==> config.mk <==
export PLATFORM = sky130hd
export DESIGN_NAME = interrupt_pin_control
export DESIGN_NICKNAME = d
export VERILOG_FILES = /design/src/irq_pin_pkg.sv /design/src/interrupt_pin_control.sv
export SDC_FILE = /design/constraint.sdc
export NUM_CORES = 1
export LEC_CHECK = 0
export BUFFER_PORTS_ARGS = -buffer_cell sky130_fd_sc_hd__buf_2
export CAP_MARGIN = 20
export CORE_ASPECT_RATIO = 1.2
export CORE_MARGIN = 2
export CORE_UTILIZATION = 54
export DETAILED_ROUTE_END_ITERATION = 12
export PLACE_DENSITY = 0.9
export SETUP_SLACK_MARGIN = 0.4
export SYNTH_ARGS = -nofsm -noshare
export SYNTH_HDL_FRONTEND = slang
export SYNTH_SLANG_ARGS = --single-unit
export TNS_END_PERCENT = 5
==> constraint.sdc <==
create_clock -name core_clk -period 3.16 [get_ports core_clk]
set_input_delay 0.158 -clock core_clk [delete_from_list [all_inputs] [get_ports core_clk]]
set_output_delay 0.158 -clock core_clk [all_outputs]
set_load 0.02 [all_outputs]
==> src/irq_pin_pkg.sv <==
// Register offsets, field positions and reset values of the interrupt pins
package irq_pin_pkg;
	localparam logic [7:0] OUTPUT_SETUP_OFS  = 8'h53;
	localparam logic [7:0] INPUT_SETUP_OFS   = 8'h54;
	localparam logic [7:0] SOURCE_ROUTE_OFS  = 8'h56;
	localparam logic [7:0] OUTPUT_SETUP_RST  = 8'h00;
	localparam logic [7:0] INPUT_SETUP_RST   = 8'h00;
	localparam logic [7:0] SOURCE_ROUTE_RST  = 8'h00;
	// Per pin nibble in the output setup: pin p uses bits 4p+3..4p
	localparam int         PIN_NIBBLE        = 4;
	localparam int         DRIVE_ON_POS      = 3;
	localparam int         OPENDRAIN_POS     = 2;
	localparam int         POLARITY_POS      = 1;
	localparam int         EDGE_SEL_POS      = 0;
	// Input enables: first pin bit 4, second pin bit 5
	localparam int         INPUT_EN_BASE     = 4;
	localparam logic [7:0] INPUT_SETUP_MASK  = 8'h30;
	// Routing: first pin base bit 5, second pin base bit 1
	localparam int         ROUTE_FIRST_BASE  = 5;
	localparam int         ROUTE_SECOND_BASE = 1;
	localparam int         ROUTE_FFULL_OFS   = 0;
	localparam int         ROUTE_FWM_OFS     = 1;
	localparam int         ROUTE_DRDY_OFS    = 2;
	localparam logic [7:0] SOURCE_ROUTE_MASK = 8'hee;
	localparam int         NUM_PINS          = 2;
endpackage

==> src/interrupt_pin_control.sv <==
// Interrupt pin routing, drive and trigger-input logic
//
// Contract
// A pin is driven only while its drive-on bit (7 second, 3 first) is 1.
// Open-drain bit (6 second, 2 first): 0 push-pull, 1 open drain.
// Polarity bit (5 second, 1 first): 0 active low, 1 active high.
// With drive off, the polarity bit sets the trigger input level.
// Frame tagging from a pin ignores that pin's polarity bit.
// Edge-select bit (4 second, 0 first): 1 edge, 0 level.
// Edge-or-level shapes the output only while drive-on is 1.
// A pin is an input only when its input enable (5 second, 4 first) is 1; the frame tag samples the pin even with it 0.
// First pin routing: bit 7 ready, 6 watermark, 5 full, 4 reserved.
// Second pin routing: bit 3 ready, 2 watermark, 1 full, 0 reserved.
// A routing bit of 1 makes the route active, 0 keeps it inactive.
// With the external interrupt routed, all other mappings are off.
// While the external interrupt is routed, the host disables others.
// A pin used as power-mode trigger honours its edge-or-level bit.
// Watermark rises when stored entries exceed the level (4-byte units).
// A pin's request is the OR of sources both enabled and routed to it.
`timescale 1ns/1ps
`default_nettype none

module interrupt_pin_control #(
	parameter int FILL_WIDTH = 8
) (
	// Clock and reset
	input  wire logic                  core_clk,
	input  wire logic                  reset_n,
	// Register port
	input  wire logic [7:0]            regAddr,
	input  wire logic [7:0]            regWrData,
	input  wire logic                  regWrite,
	input  wire logic                  regRead,
	output logic      [7:0]            regRdData,
	// Interrupt sources and their enables
	input  wire logic                  dataReady,
	input  wire logic                  fifoFull,
	input  wire logic [FILL_WIDTH-1:0] fifoEntries,
	input  wire logic [FILL_WIDTH-1:0] watermarkLevel,
	input  wire logic [2:0]            srcEnable,
	// External interrupt routing, bit 0 first pin
	input  wire logic                  extIrq,
	input  wire logic [1:0]            extRouted,
	// Frame tag enables, one input per pin, first pin then second
	input  wire logic                  queueTagFirstPin,
	input  wire logic                  queueTagSecondPin,
	// Pins, bit 0 first pin, bit 1 second pin
	input  wire logic [1:0]            irqPinIn,
	output logic      [1:0]            irqPinOut,
	output logic      [1:0]            irqPinOe_n,
	// Power-mode triggers and frame tags
	output logic      [1:0]            pmuTrigger,
	output logic      [1:0]            frameTag
);
	// Compare logic is not planned for fill counts wider than 16 bits
	if (FILL_WIDTH < 1 || FILL_WIDTH > 16) begin : fillWidthCheck
		$error("FILL_WIDTH out of range");
	end

	typedef struct packed {
		logic [7:0] outSetup;
		logic [7:0] inSetup;
		logic [7:0] routing;
		logic [7:0] rdData;
		logic [1:0] syncA;
		logic [1:0] syncB;
		logic [1:0] reqPrev;
		logic [1:0] inPrev;
		logic [1:0] pinOut;
		logic [1:0] pinOeN;
		logic [1:0] trig;
		logic [1:0] tag;
	} state_s;

	state_s st;
	state_s next_st;
	logic   [1:0] req;
	logic   [1:0] inActive;
	logic         watermarkHit;

	// Watermark source
	// strict exceed compare
	assign watermarkHit = fifoEntries > watermarkLevel;

	always_comb begin
		logic [3:0] cfg;
		logic [2:0] route;
		logic       asserted;
		logic       lvl;
		int         base;
		cfg = '0;
		route = '0;
		asserted = 1'b0;
		lvl = 1'b0;
		base = 0;
		next_st = st;
		req = '0;
		inActive = '0;
		next_st.syncA = irqPinIn;
		next_st.syncB = st.syncA;
		next_st.rdData = 8'h00;
		// Register writes; reserved bits stay zero
		if (regWrite) begin
			unique case (regAddr)
				irq_pin_pkg::OUTPUT_SETUP_OFS: next_st.outSetup = regWrData;
				irq_pin_pkg::INPUT_SETUP_OFS:
					next_st.inSetup = regWrData & irq_pin_pkg::INPUT_SETUP_MASK;
				irq_pin_pkg::SOURCE_ROUTE_OFS:
					next_st.routing = regWrData & irq_pin_pkg::SOURCE_ROUTE_MASK;
				default: ;
			endcase
		end
		// Reads answer one cycle later; unmapped reads give zero
		if (regRead) begin
			unique case (regAddr)
				irq_pin_pkg::OUTPUT_SETUP_OFS: next_st.rdData = st.outSetup;
				irq_pin_pkg::INPUT_SETUP_OFS:  next_st.rdData = st.inSetup;
				irq_pin_pkg::SOURCE_ROUTE_OFS: next_st.rdData = st.routing;
				default:                       next_st.rdData = 8'h00;
			endcase
		end
		for (int p = 0; p < irq_pin_pkg::NUM_PINS; p++) begin
			base = p * irq_pin_pkg::PIN_NIBBLE;
			cfg = st.outSetup[base +: 4];
			// routing bit positions per pin
			route = (p == 0) ? st.routing[irq_pin_pkg::ROUTE_FIRST_BASE +: 3]
			                 : st.routing[irq_pin_pkg::ROUTE_SECOND_BASE +: 3];
			// external interrupt replaces all other mappings
			if (extRouted[p]) begin
				req[p] = extIrq;
			end else begin
				// OR of enabled and routed sources
				req[p] = (route[irq_pin_pkg::ROUTE_DRDY_OFS] & srcEnable[2]
				          & dataReady)
				       | (route[irq_pin_pkg::ROUTE_FWM_OFS] & srcEnable[1]
				          & watermarkHit)
				       | (route[irq_pin_pkg::ROUTE_FFULL_OFS] & srcEnable[0]
				          & fifoFull);
			end
			next_st.reqPrev[p] = req[p];
			// edge gives a one-cycle pulse, level follows request
			asserted = cfg[irq_pin_pkg::EDGE_SEL_POS] ? (req[p] & ~st.reqPrev[p])
			                                          : req[p];
			// active level comes from the polarity bit
			lvl = cfg[irq_pin_pkg::POLARITY_POS] ? asserted : ~asserted;
			// drive only when enabled; open drain only pulls low
			if (!cfg[irq_pin_pkg::DRIVE_ON_POS]) begin
				next_st.pinOut[p] = 1'b0;
				next_st.pinOeN[p] = 1'b1;
			end else if (cfg[irq_pin_pkg::OPENDRAIN_POS]) begin
				next_st.pinOut[p] = 1'b0;
				next_st.pinOeN[p] = lvl;
			end else begin
				next_st.pinOut[p] = lvl;
				next_st.pinOeN[p] = 1'b0;
			end
			// trigger input only with drive off and input enabled
			inActive[p] = ~cfg[irq_pin_pkg::DRIVE_ON_POS]
			            & st.inSetup[irq_pin_pkg::INPUT_EN_BASE + p]
			            & (st.syncB[p] == cfg[irq_pin_pkg::POLARITY_POS]);
			next_st.inPrev[p] = inActive[p];
			// trigger honours edge or level selection
			next_st.trig[p] = cfg[irq_pin_pkg::EDGE_SEL_POS]
			                ? (inActive[p] & ~st.inPrev[p]) : inActive[p];
		end
		// tag samples the raw pin level, polarity not applied
		next_st.tag[0] = queueTagFirstPin & st.syncB[0];
		next_st.tag[1] = queueTagSecondPin & st.syncB[1];
	end

	// Constant reset; pins released while in reset
	always_ff @(posedge core_clk or negedge reset_n) begin
		if (!reset_n) begin
			st <= '{outSetup: irq_pin_pkg::OUTPUT_SETUP_RST,
			        inSetup:  irq_pin_pkg::INPUT_SETUP_RST,
			        routing:  irq_pin_pkg::SOURCE_ROUTE_RST,
			        pinOeN:   2'h3,
			        default:  '0};
		end else begin
			st <= next_st;
		end
	end

	assign regRdData  = st.rdData;
	assign irqPinOut  = st.pinOut;
	assign irqPinOe_n = st.pinOeN;
	assign pmuTrigger = st.trig;
	assign frameTag   = st.tag;
endmodule

`default_nettype wire

==> results of run 1 <==
==> report_power, final <==
group	internal [µW]	leakage, µW	total (µW)	switching (µW)
clock network	178	0.0000455	339	161
logic	57.6	0.000617	118	60.0
registers	531	0.000534	546	14.5
total	767	0.00120	1000	235
==> layer usage <==
layer,vias to the layer above,global-route usage [%],routed length [µm]
met5,-,0,0
met4,0,8.84,80
met3,7,7.04,250
met2,47,32.5,1900
met1,678,23.6,1500
li1,711,-,-
==> metrics by stage <==
step | util [%] | cell area (µm²) | total power (µW)
CTS | 65.3 | 2330 | 1010
global route | 65.3 | 2330 | 1050
finish | 65.3 | 2330 | 1000
global placement | 62.0 | 2210 | 666
floorplan | - | 1980 | 617
detailed placement | 62.0 | 2210 | 671
==> cell type report <==
| class | count | area (µm²) |
|---|---|---|
| Clock buffer | 8 | 90.1 |
| Timing Repair Buffer | 66 | 345 |
| Inverter | 12 | 45.0 |
| Tap cell | 39 | 48.8 |
| Sequential cell | 40 | 1000 |
| Multi-Input combinational cell | 105 | 802 |
| Fill cell | 289 | 1240 |
==> cells in the final DEF, fill, tap and decap left out, drive strengths merged, types with 2 or more instances in the layout <==
cell	n
o211ai	2
o21ai	3
dfrtp	38
and2b	2
ha	8
and2	2
a21oi	4
mux2	17
nor2b	3
dfstp	2
nand3	8
nor2	13
dlygate4sd3	3
a211o	2
a22oi	6
a21boi	3
nand2	8
nand4	4
and4	3
inv	12
buf	63
clkbuf	8
==> how the worst max path moves through the flow <==
stage / startpoint / to / slack [ps] / cells past startpoint
after floorplan: watermarkLevel[1] / irqPinOut[0] / 1560 / 8
after global placement: fifoEntries[1] / irqPinOe_n[0] / 1380 / 8
after detailed placement: fifoEntries[1] / irqPinOe_n[0] / 1330 / 8
after CTS: fifoEntries[1] / irqPinOe_n[0] / 1620 / 8
after global routing: fifoEntries[1] / irqPinOe_n[0] / 1500 / 8
final: fifoEntries[1] / irqPinOe_n[0] / 1630 / 8
==> flip-flops by register name, summed over array words and instances (netlist names) <==
signal,count
st,22
irqPinOut,2
pmuTrigger,2
next_st,2
frameTag,2
irqPinOe_n,2
regRdData,8
==> synth_stat cells, types with 3 or more instances <==
cell      instances  share of area, %
dfrtp_1          38                48
mux2_2           17               9.7
buf_4            16               6.1
nor2_1           13               2.5
inv_1            12               2.3
ha_1              8               5.1
nand2_1           8               1.5
a22oi_1           6               2.3
nand3_1           6               1.5
a21oi_1           4               1.0
nand4_1           4               1.3
a21boi_0          3               1.1
and4_1            3               1.3
nor2b_1           3              0.95
==> logic make-up (layout without fill, tap and decap cells) <==
family / Yosys count / count (layout) / share of synthesized area (%)
AND/OR/NAND/NOR: 50 / 50 / 13.9
adder cells (fa/ha/maj): 8 / 8 / 5.05
multiplexers: 17 / 17 / 9.67
buffers and inverters: 30 / 86 / 8.84
AO/OA/AOI/OAI: 28 / 28 / 11.0
flip-flops: 40 / 40 / 50.7
XOR/XNOR: 2 / 2 / 0.885
==> critical path, stage by stage <==
cell and delay [ps]:
buf_2 100, ha_1 310, and2b_1 170, o211ai_1 150, a211o_1 210, a21boi_0 150, o21a_1 220, o311ai_1 240
==> qor.txt, run 1 <==
Status: completed
Syn Area/Cell: 11.3 µm²
Vias in the first global route: 1400
IO Port Bufs: 63
Hold slack: 74.1 ps
Post-synthesis cell area: 1980 µm²
Die width: 59.3 µm
Drt first pass iters: 4
Final setup TNS: 0 ps
Final setup fails: 0
Place WS: 1330 ps
Final Worst Setup Slack: 1630 ps
Vias: 1443
# rows: 24
Synth Net Count: 231
Post-synthesis register bit count: 40
Reg clk slew, reported paths: 70 ps
Count of hold-fix buffers inserted at cts: 3
Max Fclk: 0.654 GHz
Die area: 4170 µm²
R2R Setup Slk: 1660 ps
Skew-Pair Late Insertion Delay: 290 ps
Critical Path End Type: register
Final period util: 48.4%
VDD IR max: 0.263 mV
RSZ-0062 raised after global routing: false
Hold EP: frameTag[0]
Max Buffers Root-to-Sink: 2
Fin. max-slew vios: 0
Yosys cell types: 42
Worst Hold Class: primary input to register
Yosys Warn Count: 0
CTS buffer count: 5
Fraction of layout cells with a size suffix above 1: 40.3%
Residual DRC: 0
Die Ht: 70.3 µm
Cell depth of the worst min-delay path: 2
Least-Margin Pin Slew: 843 ps
Max_cap viols: 0
CTS tree: done
Antenna cells: 0
Final worst path period need: 1530 ps
CTS root buf: clkbuf_8
Routability cong.: 0.779
Final Hold Viols: 0
Arrival time worst endpoint: 1730 ps
FF-to-FF Start: st[25]
Sequential area share after synthesis: 50.7%
First-pass GRT wire length: 6120 µm
Layout Nets: 286
Min-Delay Startpoint: queueTagFirstPin
Antenna Nets Post-Route: 0
Syn-to-layout area delta: 17.9%
Starting Density: 55.4%
Final Non-Filler Cells: 270
Largest net degree at the start of global routing: 41
Clock sinks: 40
H-Tree Depth: 2
Asr flop ratio synth: 100%
CTS resizes: 0
Inst Count DP: 259
Wire per inst: 13.8 µm
Initial DRC Count: 24
Drt total wl: 3730 µm
Static Leak: 0.00120 µW
Final HPWL DP: 2950 µm
Initial antenna violation count: 0
Slew HR: 43.8%
I/O pins: 64
Worst Skew: 3.05 ps
Grt total ovfl: 0
Core Footprint: 3570 µm²
Vias/cell: 5.34
Critical Path Source Type: primary input
Worst Path Required: 3360 ps
Pwr dens: 429 nW/µm²
Number of synthesized flops with an enable pin: 0
Total GRT Usage: 20.1%
Worst R2R Path Depth: 6
Post-CTS setup buffers: 0
Reg2reg end: irqPinOut[1]
Cells after synthesis: 175
Setup CP Type: primary input to register
Top fanout value on the critical path: 3
Most used flip-flop cell after synthesis: dfrtp_1
(Power assumes the default switching activity.)
==> run 2, diff against run 1 <==
Settings changed: CORE_UTILIZATION 54 to 45, PLACE_DENSITY 0.9 to 0.81.
Clock period 3.16 ns to 1.25 ns, I/O delays scaled along.
==> qor.txt, run 2 (synthesized netlist as in run 1, its figures left out) <==
Net Sw Frac: 24.3% (+0.83 points)
Crit path max-delay family: simple AND/OR/NAND/NOR gates
Critical path launch point: st[26]
Slew HR: 82.2% (+38 points)
Antenna cells: 0 (unchanged)
Met1 GRT Util: 22.6% (-1.1 points)
Highest-delay cell along the critical path: dfrtp_1
Worst Skew: 5.08 ps (+2.03 ps)
Worst R2R Path Depth: 5 (-1)
Critical Path End Type: register
Cell depth of the worst min-delay path: 2 (unchanged)
Tot Pwr: 2710 µW (+170%)
# rows: 26 (+8.3%)
Starting Density: 46.5% (-9.0 points)
Grt met2 use: 36.9% (+4.4 points)
H-Tree Depth: 2 (unchanged)
Final Worst Setup Slack: -90.1 ps (-1720 ps)
Initial antenna violation count: 0 (unchanged)
Vias in the first global route: 1691 (+21%)
Crit path to: irqPinOut[1]
R2R Setup Slk: -90 ps (-1750 ps)
Drt first pass iters: 4 (unchanged)
Initial DRC Count: 47 (+96%)
Failing checks: setup timing
Worst Path Required: 1450 ps (-1910 ps)
Wire per inst: 16.0 µm (+16%)
Max incr delay on CP: 400 ps (+90 ps)
VDD IR max: 0.523 mV (+99%)
RSZ-0062 raised after global routing: true
Critical-path cell list: nand3_2 -> or3b_4 -> o211ai_4 -> nand3_2 -> a211oi_2
Flop pwr share: 51.2% (-3.3 points)
Largest net degree at the start of global routing: 41 (unchanged)
CTS root buf: clkbuf_8
Buf/Inv on CP: 0 (-1)
CTS buffer count: 5 (unchanged)
Skew-Pair Late Insertion Delay: 280 ps (about the same)
Vias: 1608 (+11%)
Vias/cell: 5.22 (-2.3%)
Grt total ovfl: 0 (unchanged)
Critical Path Source Type: register
Clock Power Share: 31.6% (-2.2 points)
Most common cell after layout, fill and taps aside: buf_2
Inst Count DP: 293 (+13%)
WP depth: 5 (-3)
Multi-input logic area: 1010 µm² (+27%)
Static Leak: 0.00144 µW (+20%)
Most used cell, CP: nand3_2
Commonest cells after routing, fill and taps aside: buf_2, dfrtp_1, buf_6, mux2_4, nor2_1
Sequential Area: 1010 µm² (+0.25%)
Die Ht: 76.7 µm (+9.0%)
Residual DRC: 0 (unchanged)
GRT Max-Usage Layer: met2
Biggest register: st
Antenna Nets Post-Route: 0 (unchanged)
Final HPWL DP: 3160 µm (+7.0%)
Syn-to-layout area delta: 48.0%
Final Hold Viols: 0 (unchanged)
Layout Nets: 307 (+7.3%)
P_int: 2050 µW (+170%)
Final worst path period need: 1340 ps
Core Footprint: 4260 µm² (+19%)
First-pass GRT wire length: 7730 µm (+26%)
Clock sinks: 40 (unchanged)
Reg clk slew, reported paths: 70 ps (about the same)
Final Non-Filler Cells: 308 (+14%)
I/O pins: 64 (unchanged)
Pwr dens: 924 nW/µm² (+120%)
Cell area after layout: 2930 µm² (+26%)
Least-Margin Pin Slew: 266 ps (-577 ps)
Fraction of layout cells with a size suffix above 1: 55.6% (+15 points)
CTS tree: done
Fin. max-slew vios: 0 (unchanged)
Die width: 64.6 µm (+8.9%)
FF-to-FF Start: st[26]
Final period util: 107%
Psw: 659 µW (+180%)
Die area: 4950 µm² (+19%)
Worst Hold Class: primary input to register
Setup CP Type: register to register
Max reg flops: 22 (unchanged)
Max_cap viols: 0 (unchanged)
Arrival time worst endpoint: 1540 ps (-190 ps)
Top fanout value on the critical path: 5 (+2)
Max Fclk: 0.746 GHz
Final setup fails: 4 (+4)
Reg2reg end: irqPinOut[1]
Status: finished with violations
Routability cong.: 0.866 (+11%)
Post-DP Area: 2410 µm² (+8.7%)
Filler cells: 317 (+9.7%)
Drt total wl: 4920 µm (+32%)
Logic pwr share: 17.2% (+5.5 points)
GRT met3 Usage: 3.96% (-3.1 points)
Max Buffers Root-to-Sink: 2 (unchanged)
IO Port Bufs: 63 (unchanged)
Total GRT Usage: 20.4% (+0.32 points)
[run 2: cell type report]
cell class	count	area share, %
clock buffer	8	3.07
inverter	12	1.96
multi-input combinational	105	34.6
sequential	40	34.3
tap	56	2.39
timing repair buffer	87	23.6
[run 2: worst min path at each step]
stage	from	endpoint	slack, ps
floorplan	reset_n	frameTag[0]	-230
global placement	reset_n	next_st[12]	40
detailed placement	reset_n	next_st[12]	40
CTS	regWrData[0]	st[40]	20
global route	regWrData[0]	st[40]	7
finish	regWrData[0]	st[40]	10
[run 2: power by group through the flow]
stage | clock network [µW] | registers [µW] | logic [µW]
after floorplan | 0 | 1390 | 178
after global placement | 0 | 1400 | 339
after detailed placement | 0 | 1400 | 349
after CTS | 867 | 1380 | 436
after global routing | 935 | 1390 | 506
final | 857 | 1390 | 466
[run 2: repair_timing]
action / CTS / global route
hold buffers: 5 / 0
pin swaps: 22 / 18
setup buffers: 1 / 1
endpoints found under the setup margin: 46 / 48
hold endpoints to repair: 44 / 0
gates resized for setup: 80 / 15
[run 2: metal layers]
metal	share of wire, %	up-vias
met4	2.7	0
met5	0	-
met3	5.5	10
li1	-	754
met1	37	779
met2	55	65
[run 2: per-stage QoR]
stage	hold WS, ps	TNS [ps]	util [%]	setup slack (ps)
final	10.3	-137	68.8	-90.1
after global routing	7.11	-512	68.8	-211
after CTS	19.0	-148	67.1	-96.8
after detailed placement	43.0	-2500	56.5	-439
after global placement	40.8	-2100	56.5	-404
after floorplan	-233	-529	-	-178
